File: src/rtl/slider_status_pkg.sv
// Package: register map, field layout and reset values of the slider/noise/lid status block
package slider_status_pkg;
  localparam int NUM_SENSORS = 14;
  localparam logic [7:0] ADDR_SLIDER_RESULT = 8'h06;
  localparam logic [7:0] ADDR_VOLUME_STEP_SIZE = 8'h09;
  localparam logic [7:0] ADDR_NOISE_FLAGS_LOW = 8'h0A;
  localparam logic [7:0] ADDR_NOISE_FLAGS_HIGH = 8'h0B;
  localparam logic [7:0] ADDR_LID_FLAGS_LOW = 8'h0C;
  localparam logic [7:0] ADDR_LID_FLAGS_HIGH = 8'h0D;
  localparam logic [7:0] ADDR_RESULT_CONFIG = 8'h40;
  localparam logic [7:0] ADDR_MAKER_IDENTIFIER = 8'hFE;
  localparam logic [7:0] SLIDER_RESULT_RESET = 8'h00;
  localparam logic [3:0] VOLUME_STEP_RESET = 4'h1;
  localparam logic [6:0] VOLUME_MIN = 7'h00;
  localparam logic [6:0] VOLUME_MAX = 7'h64;
  localparam logic [6:0] POSITION_MIN = 7'h02;
  localparam logic [6:0] POSITION_MAX = 7'h62;
  localparam logic [6:0] POSITION_PITCH = 7'h10;
  localparam logic [7:0] MAKER_ID_DEFAULT = 8'hA7; // arbitrary value
  localparam int CFG_PRESENT_BIT = 0;
  localparam int CFG_KEEP_LF_BIT = 1;
  localparam int CFG_KEEP_RF_BIT = 2;
  localparam int CFG_LID_EN_BIT = 3;
endpackage

File: src/rtl/slider_status_regs.sv
// Slider result, volume step, noise and lid status registers
//
// Strobed register access was left to the implementer.
`timescale 1ns/1ps
module slider_status_regs #(
  parameter int NSENS = slider_status_pkg::NUM_SENSORS,
  parameter logic [7:0] MAKER_ID = slider_status_pkg::MAKER_ID_DEFAULT
) (
  // Clock and reset
  input wire logic CLK,
  input wire logic SRST,
  // Register port
  input wire logic [7:0] REG_ADDR,
  input wire logic [7:0] REG_WDATA,
  input wire logic REG_WR,
  input wire logic REG_RD,
  output logic [7:0] REG_RDATA,
  // Power state and alert
  input wire logic DEEP_SLEEP,
  input wire logic ALERT_EVENT,
  // Slider gestures, pulses at each interrupt or repeat
  input wire logic SLIDE_UP,
  input wire logic SLIDE_DOWN,
  input wire logic TAP_UP,
  input wire logic TAP_DOWN,
  input wire logic HOLD_UP,
  input wire logic HOLD_DOWN,
  input wire logic [2:0] LAST_SLIDER_INDEX,
  input wire logic [3:0] FINE_OFFSET,
  input wire logic FINE_TOWARD_UP,
  // Analog detector status per sensor
  input wire logic [13:0] OVERRANGE_NOISE,
  input wire logic [13:0] RF_NOISE,
  input wire logic [13:0] LF_NOISE,
  input wire logic [13:0] TOUCH_DETECTED,
  input wire logic [13:0] LID_ABOVE_QUEUED,
  input wire logic [13:0] LID_PATTERN,
  // Per-sensor decisions and lid event
  output logic [13:0] SAMPLE_USE,
  output logic LID_MATCH
);
  import slider_status_pkg::*;

  // ----------------------------------------------------------------
  // Register decode
  // ----------------------------------------------------------------
  logic [6:0] result_reg;
  logic [6:0] result_next;
  logic [3:0] step_reg;
  logic [3:0] cfg_reg;
  logic [7:0] noise_low_reg;
  logic [6:0] noise_high_reg;
  logic [13:0] lid_reg;
  logic [13:0] use_reg;
  logic match_reg;
  logic [7:0] rdata_reg;
  logic [7:0] rdata_next;
  logic present_vol;
  logic wr_result;
  logic rd_result;
  logic wr_step;
  logic wr_cfg;
  logic [6:0] position;

  assign present_vol = cfg_reg[CFG_PRESENT_BIT];
  assign wr_result = REG_WR && (REG_ADDR == ADDR_SLIDER_RESULT);
  assign rd_result = REG_RD && (REG_ADDR == ADDR_SLIDER_RESULT);
  assign wr_step = REG_WR && (REG_ADDR == ADDR_VOLUME_STEP_SIZE);
  assign wr_cfg = REG_WR && (REG_ADDR == ADDR_RESULT_CONFIG);

  // ----------------------------------------------------------------
  // Absolute position
  // ----------------------------------------------------------------
  // Interpolator on last touched sensor
  slider_position_calc u_pos (
    .CLK(CLK),
    .SRST(SRST),
    .slider_touch(TOUCH_DETECTED[13:7]),
    .last_index(LAST_SLIDER_INDEX),
    .fine_offset(FINE_OFFSET),
    .fine_toward_up(FINE_TOWARD_UP),
    .position(position)
  );

  // ----------------------------------------------------------------
  // Volumetric arithmetic
  // ----------------------------------------------------------------
  logic [7:0] vol_up_amt;
  logic [7:0] vol_dn_amt;
  logic [7:0] vol_sum;
  logic [7:0] vol_sat;
  logic vol_event;
  assign vol_up_amt = SLIDE_UP ? {4'h0, step_reg} : ((TAP_UP || HOLD_UP) ? 8'h01 : 8'h00);
  // Tap and hold step by one
  assign vol_dn_amt = SLIDE_DOWN ? {4'h0, step_reg} : ((TAP_DOWN || HOLD_DOWN) ? 8'h01 : 8'h00);
  assign vol_event = (vol_up_amt != 8'h00) || (vol_dn_amt != 8'h00);
  assign vol_sum = {1'b0, result_reg} + vol_up_amt;
  assign vol_sat = (vol_dn_amt > vol_sum) ? {1'b0, VOLUME_MIN} :
                   ((vol_sum - vol_dn_amt) > {1'b0, VOLUME_MAX}) ? {1'b0, VOLUME_MAX} : vol_sum - vol_dn_amt;

  // Next slider result, sleep first, then events, then host
  always_comb begin
    result_next = result_reg;
    if (DEEP_SLEEP) begin
      result_next = 7'h00;
    end else if (present_vol) begin
      if (wr_result) begin
        result_next = (REG_WDATA[6:0] > VOLUME_MAX) ? VOLUME_MAX : REG_WDATA[6:0];
      end
      if (vol_event) begin
        result_next = vol_sat[6:0];
      end
    end else begin
      if (rd_result) begin
        result_next = 7'h00;
      end
      if (ALERT_EVENT) begin
        result_next = position;
      end
    end
  end

  always_ff @(posedge CLK) begin
    if (SRST) begin
      result_reg <= SLIDER_RESULT_RESET[6:0];
    end else begin
      result_reg <= result_next;
    end
  end

  always_ff @(posedge CLK) begin
    if (SRST) begin
      step_reg <= VOLUME_STEP_RESET;
      cfg_reg <= 4'h0;
    end else begin
      if (wr_step) begin
        step_reg <= REG_WDATA[3:0];
      end
      if (wr_cfg) begin
        cfg_reg <= REG_WDATA[3:0];
      end
    end
  end

  // ----------------------------------------------------------------
  // Noise and lid status
  // ----------------------------------------------------------------
  logic [13:0] noise_any;
  logic [13:0] noisy_flag;
  logic [13:0] use_next;
  logic [13:0] lid_next;
  genvar g;
  generate
    for (g = 0; g < 14; g++) begin : g_sens
      // RF noise ORed except sensor zero
      if (g == 0) begin : g_first
        assign noisy_flag[g] = OVERRANGE_NOISE[g];
      end else begin : g_rest
        assign noisy_flag[g] = OVERRANGE_NOISE[g] || RF_NOISE[g];
      end
      assign noise_any[g] = OVERRANGE_NOISE[g] || RF_NOISE[g];
      // Gate decisions by noise and keep bits
      assign use_next[g] = !noise_any[g] &&
                           !(LF_NOISE[g] && !cfg_reg[CFG_KEEP_LF_BIT]) &&
                           !(RF_NOISE[g] && !cfg_reg[CFG_KEEP_RF_BIT]);
      // Lid flag from queued compare or touch
      assign lid_next[g] = cfg_reg[CFG_LID_EN_BIT] && (LID_ABOVE_QUEUED[g] || TOUCH_DETECTED[g]);
    end
  endgenerate

  // Noise flags track detector each cycle
  always_ff @(posedge CLK) begin
    if (SRST) begin
      noise_low_reg <= 8'h00;
      noise_high_reg <= 7'h00;
      lid_reg <= 14'h0000;
      use_reg <= 14'h0000;
      match_reg <= 1'b0;
    end else begin
      noise_low_reg <= {RF_NOISE[0], noisy_flag[6:0]};
      noise_high_reg <= noisy_flag[13:7];
      lid_reg <= lid_next;
      use_reg <= use_next;
      match_reg <= (LID_PATTERN != 14'h0000) && ((lid_next & LID_PATTERN) == LID_PATTERN);
    end
  end

  // ----------------------------------------------------------------
  // Read data
  // ----------------------------------------------------------------
  always_comb begin
    rdata_next = 8'h00;
    case (REG_ADDR)
      ADDR_SLIDER_RESULT: rdata_next = {1'b0, result_reg};
      ADDR_VOLUME_STEP_SIZE: rdata_next = {4'h0, step_reg};
      ADDR_NOISE_FLAGS_LOW: rdata_next = noise_low_reg;
      ADDR_NOISE_FLAGS_HIGH: rdata_next = {1'b0, noise_high_reg};
      ADDR_LID_FLAGS_LOW: rdata_next = {1'b0, lid_reg[6:0]};
      ADDR_LID_FLAGS_HIGH: rdata_next = {1'b0, lid_reg[13:7]};
      ADDR_RESULT_CONFIG: rdata_next = {4'h0, cfg_reg};
      ADDR_MAKER_IDENTIFIER: rdata_next = MAKER_ID;
      default: rdata_next = 8'h00;
    endcase
  end

  // Read data register, valid the cycle after a read strobe
  always_ff @(posedge CLK) begin
    if (SRST) begin
      rdata_reg <= 8'h00;
    end else if (REG_RD) begin
      rdata_reg <= rdata_next;
    end
  end

  assign REG_RDATA = rdata_reg;
  assign SAMPLE_USE = use_reg;
  assign LID_MATCH = match_reg;

  // ----------------------------------------------------------------
  // Checks
  // ----------------------------------------------------------------
  // Result register and presentation
  a_sleep_clears: assert property (@(posedge CLK) disable iff (SRST) DEEP_SLEEP |=> result_reg == 7'h00)
    else $error("slider result not cleared in deep sleep");
  a_abs_read_clear: assert property (@(posedge CLK) disable iff (SRST)
    (rd_result && !present_vol && !ALERT_EVENT && !DEEP_SLEEP) |=> result_reg == 7'h00)
    else $error("absolute result not cleared by read");
  a_alert_loads: assert property (@(posedge CLK) disable iff (SRST)
    (ALERT_EVENT && !present_vol && !DEEP_SLEEP) |=> result_reg == $past(position))
    else $error("alert did not load position");
  a_pos_range: assert property (@(posedge CLK) disable iff (SRST)
    (ALERT_EVENT && !present_vol && !DEEP_SLEEP && !$past(SRST))
    |=> (result_reg >= POSITION_MIN) && (result_reg <= POSITION_MAX))
    else $error("absolute position outside slider span");
  a_abs_no_write: assert property (@(posedge CLK) disable iff (SRST)
    (!present_vol && !rd_result && !ALERT_EVENT && !DEEP_SLEEP) |=> $stable(result_reg))
    else $error("absolute result changed without read or alert");

  // Volumetric arithmetic and host preset
  a_vol_range: assert property (@(posedge CLK) disable iff (SRST) present_vol |-> result_reg <= VOLUME_MAX)
    else $error("volume above range");
  a_tap_one: assert property (@(posedge CLK) disable iff (SRST)
    (present_vol && TAP_UP && !SLIDE_UP && !SLIDE_DOWN && !TAP_DOWN && !HOLD_DOWN && !DEEP_SLEEP
     && result_reg < VOLUME_MAX) |=> result_reg == $past(result_reg) + 7'h01)
    else $error("tap did not raise volume by one");
  a_hold_down_one: assert property (@(posedge CLK) disable iff (SRST)
    (present_vol && HOLD_DOWN && !SLIDE_UP && !SLIDE_DOWN && !TAP_UP && !HOLD_UP && !DEEP_SLEEP
     && result_reg > VOLUME_MIN) |=> result_reg == $past(result_reg) - 7'h01)
    else $error("hold did not lower volume by one");
  a_slide_up_step: assert property (@(posedge CLK) disable iff (SRST)
    (present_vol && SLIDE_UP && !SLIDE_DOWN && !TAP_DOWN && !HOLD_DOWN && !DEEP_SLEEP
     && ({1'b0, result_reg} + {4'h0, step_reg}) <= {1'b0, VOLUME_MAX})
    |=> result_reg == $past(result_reg) + {3'h0, $past(step_reg)})
    else $error("up slide did not add the step");
  a_slide_down_step: assert property (@(posedge CLK) disable iff (SRST)
    (present_vol && SLIDE_DOWN && !SLIDE_UP && !TAP_UP && !HOLD_UP && !DEEP_SLEEP
     && result_reg >= {3'h0, step_reg})
    |=> result_reg == $past(result_reg) - {3'h0, $past(step_reg)})
    else $error("down slide did not subtract the step");
  a_vol_floor: assert property (@(posedge CLK) disable iff (SRST)
    (present_vol && SLIDE_DOWN && !SLIDE_UP && !TAP_UP && !HOLD_UP && !DEEP_SLEEP
     && result_reg < {3'h0, step_reg}) |=> result_reg == VOLUME_MIN)
    else $error("volume fell below zero");
  a_host_preset: assert property (@(posedge CLK) disable iff (SRST)
    (present_vol && wr_result && !vol_event && !DEEP_SLEEP && REG_WDATA[6:0] <= VOLUME_MAX)
    |=> result_reg == $past(REG_WDATA[6:0]))
    else $error("host preset of volume lost");
  a_step_reset: assert property (@(posedge CLK) $fell(SRST) |-> step_reg == VOLUME_STEP_RESET)
    else $error("step reset value wrong");
  a_step_write: assert property (@(posedge CLK) disable iff (SRST)
    wr_step |=> step_reg == $past(REG_WDATA[3:0]))
    else $error("step write lost");

  // Noise, lid and identifier
  a_noise_follow: assert property (@(posedge CLK) disable iff (SRST)
    ##1 noise_high_reg == $past(OVERRANGE_NOISE[13:7] | RF_NOISE[13:7]))
    else $error("noise flags not following detector");
  a_overrange_sets: assert property (@(posedge CLK) disable iff (SRST)
    ##1 (noise_high_reg & $past(OVERRANGE_NOISE[13:7])) == $past(OVERRANGE_NOISE[13:7]))
    else $error("overrange did not set noise flag");
  a_first_rf_bit: assert property (@(posedge CLK) disable iff (SRST)
    ##1 (noise_low_reg[7] == $past(RF_NOISE[0])) && (noise_low_reg[0] == $past(OVERRANGE_NOISE[0])))
    else $error("first channel noise bits mixed");
  a_noisy_unused: assert property (@(posedge CLK) disable iff (SRST) OVERRANGE_NOISE[0] |=> !SAMPLE_USE[0])
    else $error("noisy sample used");
  a_noise_blocks: assert property (@(posedge CLK) disable iff (SRST)
    ##1 (SAMPLE_USE & $past(OVERRANGE_NOISE | RF_NOISE)) == 14'h0000)
    else $error("noisy sensor still used");
  a_lf_discard: assert property (@(posedge CLK) disable iff (SRST)
    !cfg_reg[CFG_KEEP_LF_BIT] |=> (SAMPLE_USE & $past(LF_NOISE)) == 14'h0000)
    else $error("low frequency noisy sample used");
  a_clean_used: assert property (@(posedge CLK) disable iff (SRST)
    (!OVERRANGE_NOISE[0] && !RF_NOISE[0] && !LF_NOISE[0]) |=> SAMPLE_USE[0])
    else $error("clean sample discarded");
  a_lid_enable: assert property (@(posedge CLK) disable iff (SRST) !cfg_reg[CFG_LID_EN_BIT] |=> lid_reg == 14'h0000)
    else $error("lid flag set while disabled");
  a_touch_lid: assert property (@(posedge CLK) disable iff (SRST)
    cfg_reg[CFG_LID_EN_BIT] |=> (lid_reg & $past(TOUCH_DETECTED)) == $past(TOUCH_DETECTED))
    else $error("touch did not set lid flag");
  a_lid_clears: assert property (@(posedge CLK) disable iff (SRST)
    (!LID_ABOVE_QUEUED[0] && !TOUCH_DETECTED[0]) |=> !lid_reg[0])
    else $error("lid flag latched");
  a_lid_match: assert property (@(posedge CLK) disable iff (SRST)
    (cfg_reg[CFG_LID_EN_BIT] && LID_PATTERN != 14'h0000 && (LID_ABOVE_QUEUED & LID_PATTERN) == LID_PATTERN)
    |=> LID_MATCH)
    else $error("lid pattern covered but no match");
  a_lid_nomatch: assert property (@(posedge CLK) disable iff (SRST)
    LID_PATTERN == 14'h0000 |=> !LID_MATCH)
    else $error("match flagged with empty pattern");
  a_maker_read: assert property (@(posedge CLK) disable iff (SRST)
    (REG_RD && REG_ADDR == ADDR_MAKER_IDENTIFIER) |=> REG_RDATA == MAKER_ID)
    else $error("maker identifier read wrong");
endmodule // slider_status_regs

File: src/rtl/slider_position_calc.sv
// Interpolated absolute slider position from up to two neighbouring sensors
`timescale 1ns/1ps
module slider_position_calc (
  // Clock and reset
  input wire logic CLK,
  input wire logic SRST,
  // Touch inputs
  input wire logic [6:0] slider_touch,
  input wire logic [2:0] last_index,
  input wire logic [3:0] fine_offset,
  input wire logic fine_toward_up,
  // Result
  output logic [6:0] position
);
  import slider_status_pkg::*;
  logic [6:0] centre;
  logic [6:0] raw;
  logic [6:0] pos_reg;
  logic [6:0] pos_next;
  logic has_lower;
  logic has_upper;
  // Centre of last touched sensor plus/minus fine step
  assign centre = POSITION_MIN + 7'(last_index) * POSITION_PITCH;
  assign has_lower = (last_index != 3'd0) && slider_touch[last_index - 3'd1];
  assign has_upper = (last_index != 3'd6) && slider_touch[last_index + 3'd1];
  assign raw = (fine_toward_up && has_upper) ? centre + 7'(fine_offset) :
               (!fine_toward_up && has_lower) ? centre - 7'(fine_offset) : centre;
  assign pos_next = (raw < POSITION_MIN) ? POSITION_MIN : (raw > POSITION_MAX) ? POSITION_MAX : raw;
  // Result register
  always_ff @(posedge CLK) begin
    if (SRST) begin
      pos_reg <= 7'h00;
    end else begin
      pos_reg <= pos_next;
    end
  end
  assign position = pos_reg;
endmodule // slider_position_calc

File: config.mk
export PLATFORM = sky130hd
export DESIGN_NAME = slider_status_regs
export DESIGN_NICKNAME = d
export VERILOG_FILES = /design/src/rtl/slider_status_pkg.sv /design/src/rtl/slider_status_regs.sv /design/src/rtl/slider_position_calc.sv
export SDC_FILE = /design/constraint.sdc
export NUM_CORES = 1
export LEC_CHECK = 0
export BUFFER_PORTS_ARGS = -buffer_cell sky130_fd_sc_hd__buf_2
export CAP_MARGIN = 20
export CORE_MARGIN = 8
export CORE_UTILIZATION = 55
export DETAILED_ROUTE_END_ITERATION = 16
export GPL_ROUTABILITY_DRIVEN = 0
export GPL_TIMING_DRIVEN = 0
export PLACE_DENSITY = 0.86
export SYNTH_ARGS = -nofsm -noshare
export SYNTH_HDL_FRONTEND = slang
export SYNTH_HIERARCHICAL = 1
export SYNTH_SLANG_ARGS = --single-unit
export TNS_END_PERCENT = 50
File: constraint.sdc
create_clock -name CLK -period 6.7 [get_ports CLK]
set_input_delay 0.67 -clock CLK [delete_from_list [all_inputs] [get_ports CLK]]
set_output_delay 0.67 -clock CLK [all_outputs]
set_load 0.03 [all_outputs]
# == After elaboration in Yosys (flattened, before gate mapping) ==
# Index checks and enable logic that the tools add are counted.
# op_classes
addsub,7
multipliers,0
n_div,0
magnitude_cmp,7
eq_ne,11
shift,0
muxes,21
bitwise,1
n_reduce_logical,164
# ops
op,n
1-bit logical AND,79
7-bit two-way mux,11
8-bit case mux with 8 select lines,1
1-bit zero test,45
8-bit by 4-bit == test with 1-bit output (second input constant),5
1-bit logical OR,31
8-bit nonzero test,2
14-bit AND,1
14-bit == test,1
7-bit > comparator (second input constant),2
14-bit nonzero test,1
7-bit by 4-bit adder with 8-bit output,1
8-bit by 3-bit == test with 1-bit output (second input constant),1
8-bit by 7-bit == test with 1-bit output (second input constant),1
8-bit == test (second input constant),1
4-bit by 8-bit > comparator with 1-bit output,1
8-bit by 7-bit > comparator with 1-bit output (second input constant),1
3-bit by 4-bit < comparator with 1-bit output (second input constant),2
4-bit two-way mux,2
8-bit by 4-bit subtractor with 8-bit output,1
2-bit by 7-bit adder with 7-bit output (first input constant),1
7-bit by 4-bit adder with 7-bit output,1
7-bit by 2-bit < comparator with 1-bit output (second input constant),1
7-bit by 4-bit subtractor with 7-bit output,1
11 further kinds,17
# totals
register_bits,74
latch_bits,0
ramBits,0
rom_bits,0
in_bits,120
out_inout_bits,23
word_cells,223
n_memories,0

# == Logic depth before layout (Yosys ltp) ==
# Gate-level depths: netlist of run 1.
# logic_depth
ltp_word,10
mapped_depth,14
mapped_depth_nobuf,14

# == By module ==
# Netlist of run 1, hierarchy kept.
# modules_own_cells
module,instances,cells_per_inst,area_each_um2,seq_area_each_um2
slider_status_regs,1,416,3570.9,1341.3
slider_position_calc,1,102,845.8,140.1

# == Worst setup path after synthesis of run 1 ==
# No wires, ideal clock.
# synth_timing
path_kind,input port to flip-flop
start,input port HOLD_UP
end,register result_reg[3]
setup_ps,119
arrival_time_ps,3524
required_ps,6581
slack_ps,3058
path_stages,14
path_cell_list,nor2_1 o21ai_0 ha_1 inv_1 fa_1 inv_1 ha_1 nor2b_1 or2_0 a311oi_1 nand3_1 a211oi_2 nor4_1 o221a_2
# synth_between
elab_chain_cells,10
# synth_rtl
element,line,source
"start, declared",slider_status_regs.sv:26,"input wire logic HOLD_UP,"
1-bit logical OR (*),slider_status_regs.sv:93,"assign vol_up_amt = SLIDE_UP ? {4'h0, step_reg} : ((TAP_UP || HOLD_UP) ? 8'h01 : 8'h00);"
1-bit two-way mux (*),slider_status_regs.sv:93,
4-bit two-way mux (*),slider_status_regs.sv:93,
7-bit by 4-bit adder with 8-bit output,slider_status_regs.sv:97,"assign vol_sum = {1'b0, result_reg} + vol_up_amt;"
8-bit by 4-bit subtractor with 8-bit output,slider_status_regs.sv:99,"((vol_sum - vol_dn_amt) > {1'b0, VOLUME_MAX}) ? {1'b0, VOLUME_MAX} : vol_sum - vol_dn_amt;"
8-bit by 7-bit > comparator with 1-bit output,slider_status_regs.sv:99,
7-bit two-way mux,slider_status_regs.sv:99,
7-bit two-way mux,slider_status_regs.sv:98,"assign vol_sat = (vol_dn_amt > vol_sum) ? {1'b0, VOLUME_MIN} :"
7-bit two-way mux,slider_status_regs.sv:110,if (vol_event) begin
7-bit two-way mux,slider_status_regs.sv:106,end else if (present_vol) begin
"end signal, assigned",slider_status_regs.sv:125,result_reg <= SLIDER_RESULT_RESET[6:0];
"end signal, assigned",slider_status_regs.sv:127,result_reg <= result_next;
"end, declared",slider_status_regs.sv:47,logic [6:0] result_reg;
# Mark *: on every way between the ends. The rest lies on a longest branch, timed or not.
# A chain may end at the register's enable or synchronous reset.

# == Final worst setup path of run 1 ==
# layout_timing
start,input port SLIDE_UP
end,register result_reg[4]
# layout_between
elab_chain_cells,8
# layout_rtl
element,line,source
"start, declared",slider_status_regs.sv:22,"input wire logic SLIDE_UP,"
4-bit two-way mux (*),slider_status_regs.sv:93,
7-bit by 4-bit adder with 8-bit output,slider_status_regs.sv:97,
8-bit by 4-bit subtractor with 8-bit output,slider_status_regs.sv:99,
8-bit by 7-bit > comparator with 1-bit output,slider_status_regs.sv:99,
7-bit two-way mux,slider_status_regs.sv:99,
7-bit two-way mux,slider_status_regs.sv:98,
7-bit two-way mux,slider_status_regs.sv:110,
7-bit two-way mux,slider_status_regs.sv:106,
# Marked as above.

==> metrics, run 1 <==
HP Start REG_RDATA[5]; die extent in x between 100 and 150 um; Initial DRC Count 250; Slew @ Worst Pin 1.01 ns; DP Area ~5200 um2; Mapped Area around 4400 um2; relative slew slack between 30% and 40%; initial antenna violation count 0; Mapped Cells 518; post_cts resized 0; P&R area growth vs syn 23.2%; fmax 0.256 GHz; final setup TNS 0 ns; Core ar. slightly below 8000 um2; height of the die roughly 110 um; DP Wirelength ~11000 um; setup bufs post-CTS 0; clock tree sinks 74; Leak Pwr between 0.002 and 0.0025 uW; Main synth FF type dfxtp_1; antenna cells 0; CP Max Fanout 6; yosys warns 6; Routed Antenna Nets 0; post-synthesis async set-or-reset flop share 0%; # rows 32; port buffer count about 140; Final Power 1020 uW; RR Startpoint step_reg[0]; CTS H-tree depth 3; most frequent cells in the layout 142 x buf_2, 96 x nor2_1, 74 x dfxtp_1; Clock Pin Slew Worst Setup and Hold Paths roughly 0.070 ns; most common cell after layout, fill and taps aside buf_2; first-pass GRT wire length roughly 22000 um; WL/cell approximately 17 um; flop-to-flop setup slack 2.92 ns; Setup Skew 0.0130 ns; Synthesized Nets between 600 and 700; number of global-route vias before repair 4776; largest net degree at the start of global routing 13; WP data arrival around 4.1 ns; NumNets Final 804; Post-synth EDFFs 0; fin util 70.1%; Tcrit/Tclk final slightly below 60%; Hold EP REG_RDATA[5]; largest cells by area after synthesis dfxtp_1 34%, nor2_1 8.2%, ha_1 4.5%; DRC Markers 0; share of cells above drive strength 1 roughly 29%; setup ws final about 2.8 ns; I/O Pins around 140; dominant cell type by area after synthesis dfxtp_1; Worst R2R End result_reg[4]; Yosys cell types 77; CP Class in -> reg; crit end category flip-flop; Vias/cell approximately 6.0; GRT overflow 0; power density cells roughly 190 nW/um2; Worst Hold Depth 2; startpoint types input pin; min Tclk post-route around 3.9 ns; HP Class reg -> reg; Slew Viols, Final 0; Num CTS Buffers 9; Setup-failing EPs final 0; final hold violation count 0; clock buffer depth 2; Max Cap Violations 0; Worst-Skew Late Latency ~0.35 ns; Detailed Route WL between 10000 and 15000 um; Starting Density between 50% and 60%; reg2reg path depth 14; Setup WS pre-CTS ~2.5 ns; RSZ-0062 raised after global routing no; syn avg cell area ~8.5 um2; Seq cells post-synth 74; fin area roughly 5400 um2; worst path required time 6.93 ns; CTS tree done; All-Layer GR Usage roughly a quarter; run status finished clean; Worst VDD drop roughly 120 uV; top cell type's share of synthesized area 33.5%; CTS root buf clkbuf_8; vias post-DR approximately 4600; DIE AREA roughly 11000 um2; DRT Pass-1 Iters 5; Seq/Total Area, Yosys between 30% and 40%; post-cts hold buffer count 0
==> metal layers <==
metal  wire length (um)  global-route usage (%)  up-vias
li1                   -                       -     2209
met1               5480                    26.7     2155
met2               6580                    41.6      221
met3               1060                    5.66       28
met4                281                    9.35        0
met5                  0                       0        -
==> cells by family (layout without fill, tap and decap cells) <==
group	after synthesis	in the layout	synth area share [%]
and+or+nand+nor	211	211	24.5
AOI/OAI and AO/OA	142	142	24.5
DFF	74	74	33.5
buffers and inverters	39	191	3.80
muxes	24	24	6.20
adders and majority gates	18	18	5.44
xor gates and xnor gates	10	10	1.98
==> worst max-delay path, stage by stage <==
cell and delay, ns:
buf_2 0.13, o21ai_0 0.23, ha_1 0.25, inv_1 0.07, fa_1 0.48, inv_1 0.07, ha_1 0.27, nor2b_1 0.15
or2_0 0.24, a311oi_1 0.54, nand3_1 0.24, a211oi_2 0.44, nor4b_1 0.12, o221a_2 0.25
==> cell type report <==
class / instances / area [um2]
Fill cell: 634 / 2330
Buffer: 19 / 92.6
Tap cell: 102 / 128
Multi-Input combinational cell: 405 / 2770
Clock buffer: 12 / 165
Clock inverter: 3 / 46.3
Inverter: 20 / 75.1
Sequential cell: 74 / 1480
Timing Repair Buffer: 137 / 686
==> cell usage after synthesis (5+ instances only) <==
cell       number
a2111oi_0      16
a21oi_1        29
a221oi_1        5
a22o_1          6
a22oi_1         9
a31oi_1         7
and2_1          6
and3_1          8
buf_2           5
clkbuf_1       11
dfxtp_1        74
ha_1           16
inv_1          20
mux2_2          7
mux2i_1        15
nand2_1        24
nand2b_1        9
nand3_1         8
nand3b_1        5
nand4_1         5
nor2_1         96
nor2b_1        17
nor3_1          5
nor4_1          6
o21ai_0        10
o22ai_1         7
xnor2_1         7
==> worst max path at each step <==
stage,startpoint,endpoint,slack (ns),depth (start not counted)
finish,SLIDE_UP,result_reg[4],2.80,14
CTS,SLIDE_UP,result_reg[3],2.84,14
detailed placement,SLIDE_UP,result_reg[3],2.47,14
floorplan,HOLD_UP,result_reg[3],3.06,14
global route,SLIDE_UP,result_reg[4],2.54,14
global placement,SLIDE_UP,result_reg[3],2.61,14
==> where the power goes <==
part	internal, uW	switching (uW)	total, uW
registers	453	4.70	457
logic	86.0	110	196
clock network	202	162	364
==> through the flow <==
| step | instances | hold WS [ns] |
|---|---|---|
| 6_report | 772 | 0.480 |
| 5_1_grt | 772 | 0.486 |
| 4_1_cts | 772 | 0.473 |
| 3_5_place_dp | 757 | 0.463 |
| 3_3_place_gp | 757 | 0.455 |
| 2_1_floorplan | 518 | 0.464 |
Note: power is estimated with default switching activity, not from simulation.
==> run 2, diff against run 1 <==
Settings changed: CORE_UTILIZATION 55 to 46, PLACE_DENSITY 0.86 to 0.76.
Clock period 6.7 ns to 3.2 ns, I/O delays scaled along.
==> metrics, run 2 (same netlist as run 1, synthesis figures left out) <==
Clock Pin Slew Worst Setup and Hold Paths ~0.090 ns; fin area 5840 um2; WP data arrival 3.60 ns; Max Cap Violations 0; most frequent cells in the layout 142 x buf_2, 95 x nor2_1, 72 x dfxtp_1; P&R area growth vs syn 32.1%; reg2reg path depth 16; Num CTS Buffers 9; CTS root buf clkbuf_8; number of global-route vias before repair between 4000 and 5000; setup ws final -0.160 ns; final hold violation count 0; DP Area 5270 um2; antenna cells 0; CTS H-tree depth 3; largest net degree at the start of global routing 15; Detailed Route WL 14000 um; Worst VDD drop approximately 180 uV; relative slew slack a little over a quarter; worst path required time between 3 and 4 ns; Setup Skew 0.00951 ns; Slew Viols, Final 0; CP Max Fanout 3; most common cell after layout, fill and taps aside buf_2; HP Class in -> reg; crit end category flip-flop; startpoint types flip-flop; Worst-Skew Late Latency between 0.3 and 0.4 ns; share of cells above drive strength 1 about a third; final setup TNS -0.589 ns; Leak Pwr about 0.0025 uW; RR Startpoint step_reg[0]; initial antenna violation count 0; clock buffer depth 2; Tcrit/Tclk final 105%; first-pass GRT wire length 22100 um; DIE AREA ~13000 um2; Slew @ Worst Pin 1.09 ns; Worst Hold Depth 2; Setup-failing EPs final 4; dpl cells between 700 and 800; fmax ~0.3 GHz; height of the die about 110 um; Starting Density between 40% and 50%; HP Start OVERRANGE_NOISE[6]; DRT Pass-1 Iters 5; Routed Antenna Nets 0; DP Wirelength 10900 um; Worst R2R End result_reg[4]; die extent in x around 110 um; CP Class reg -> reg; power density cells 380 nW/um2; Vias/cell between 5 and 6; Core ar. about 9300 um2; DRC Markers 0; WL/cell 17.2 um; run status finished, violations left; RSZ-0062 raised after global routing yes; CTS tree done; post-route insts no fill between 800 and 900; vias post-DR 4619; clock tree sinks 74; All-Layer GR Usage a little over a fifth; I/O Pins ~140; worst hold margin 0.137 ns; # rows 35; NumNets Final between 800 and 900; violated checks negative setup slack; port buffer count around 140; flop-to-flop setup slack -0.16 ns; GRT overflow 0; min Tclk post-route ~3.4 ns; post-cts hold buffer count 0; Final Power 2220 uW; Hold EP SAMPLE_USE[6]; Initial DRC Count 201
==> run 2: how the worst max path moves through the flow <==
stage	from	end	slack, ns	depth (start not counted)
4_1_cts	step_reg[0]	result_reg[2]	-0.01	15
3_3_place_gp	SLIDE_UP	result_reg[1]	-0.34	14
5_1_grt	step_reg[0]	result_reg[3]	-0.35	15
3_5_place_dp	SLIDE_UP	result_reg[4]	-0.41	15
2_1_floorplan	HOLD_UP	result_reg[1]	-0.0008	14
6_report	step_reg[0]	result_reg[4]	-0.16	16
==> run 2: layer usage <==
layer	share of wire (%)	GRT usage (%)
met1	43	24.4
met2	48	35.4
met3	6.5	4.54
met4	2.9	10.6
met5	0	0
==> run 2: area by class of cell <==
type                    instances  area (um2)
well taps                     129         161
inverters                      20        75.1
clock inverters                 6        73.8
clock buffers                  10         138
fillers                       820        3450
multi-input cells             405        2990
flip-flops and latches         74        1480
repair buffers                154         817
plain buffers                  19        92.6
==> run 2: through the flow <==
step                      utilization (%)  setup WS (ns)
after global placement               56.8         -0.342
after floorplan                         -      -0.000785
after global routing                 62.9         -0.354
after CTS                            60.5        -0.0147
after detailed placement             56.8         -0.413
final                                62.9         -0.160
==> run 2: timing repair <==
item,CTS,global route
gates resized for setup,16,29
setup buffers,7,10
pin swaps,5,21
endpoints found under the setup margin,6,9
==> run 2: where the power goes <==
part | internal (uW) | switching, uW | leakage (uW)
registers | 948 | 9.64 | 0.000604
logic | 233 | 262 | 0.00181
clock network | 391 | 373 | 0.000101
total | 1570 | 644 | 0.00251
==> run 2: critical path, cell delays in order, from the launching register on <==
cell      delay, ns
dfxtp_2        0.34
nand2_2        0.05
o21ai_2        0.06
ha_2           0.21
inv_2          0.04
fa_2           0.56
inv_2          0.06
ha_4           0.20
nor2b_4        0.12
or2_4          0.26
a311oi_4       0.34
buf_4          0.18
nand3_4        0.08
a211oi_4       0.29
buf_4          0.17
nor4b_4        0.04
o221a_2        0.24
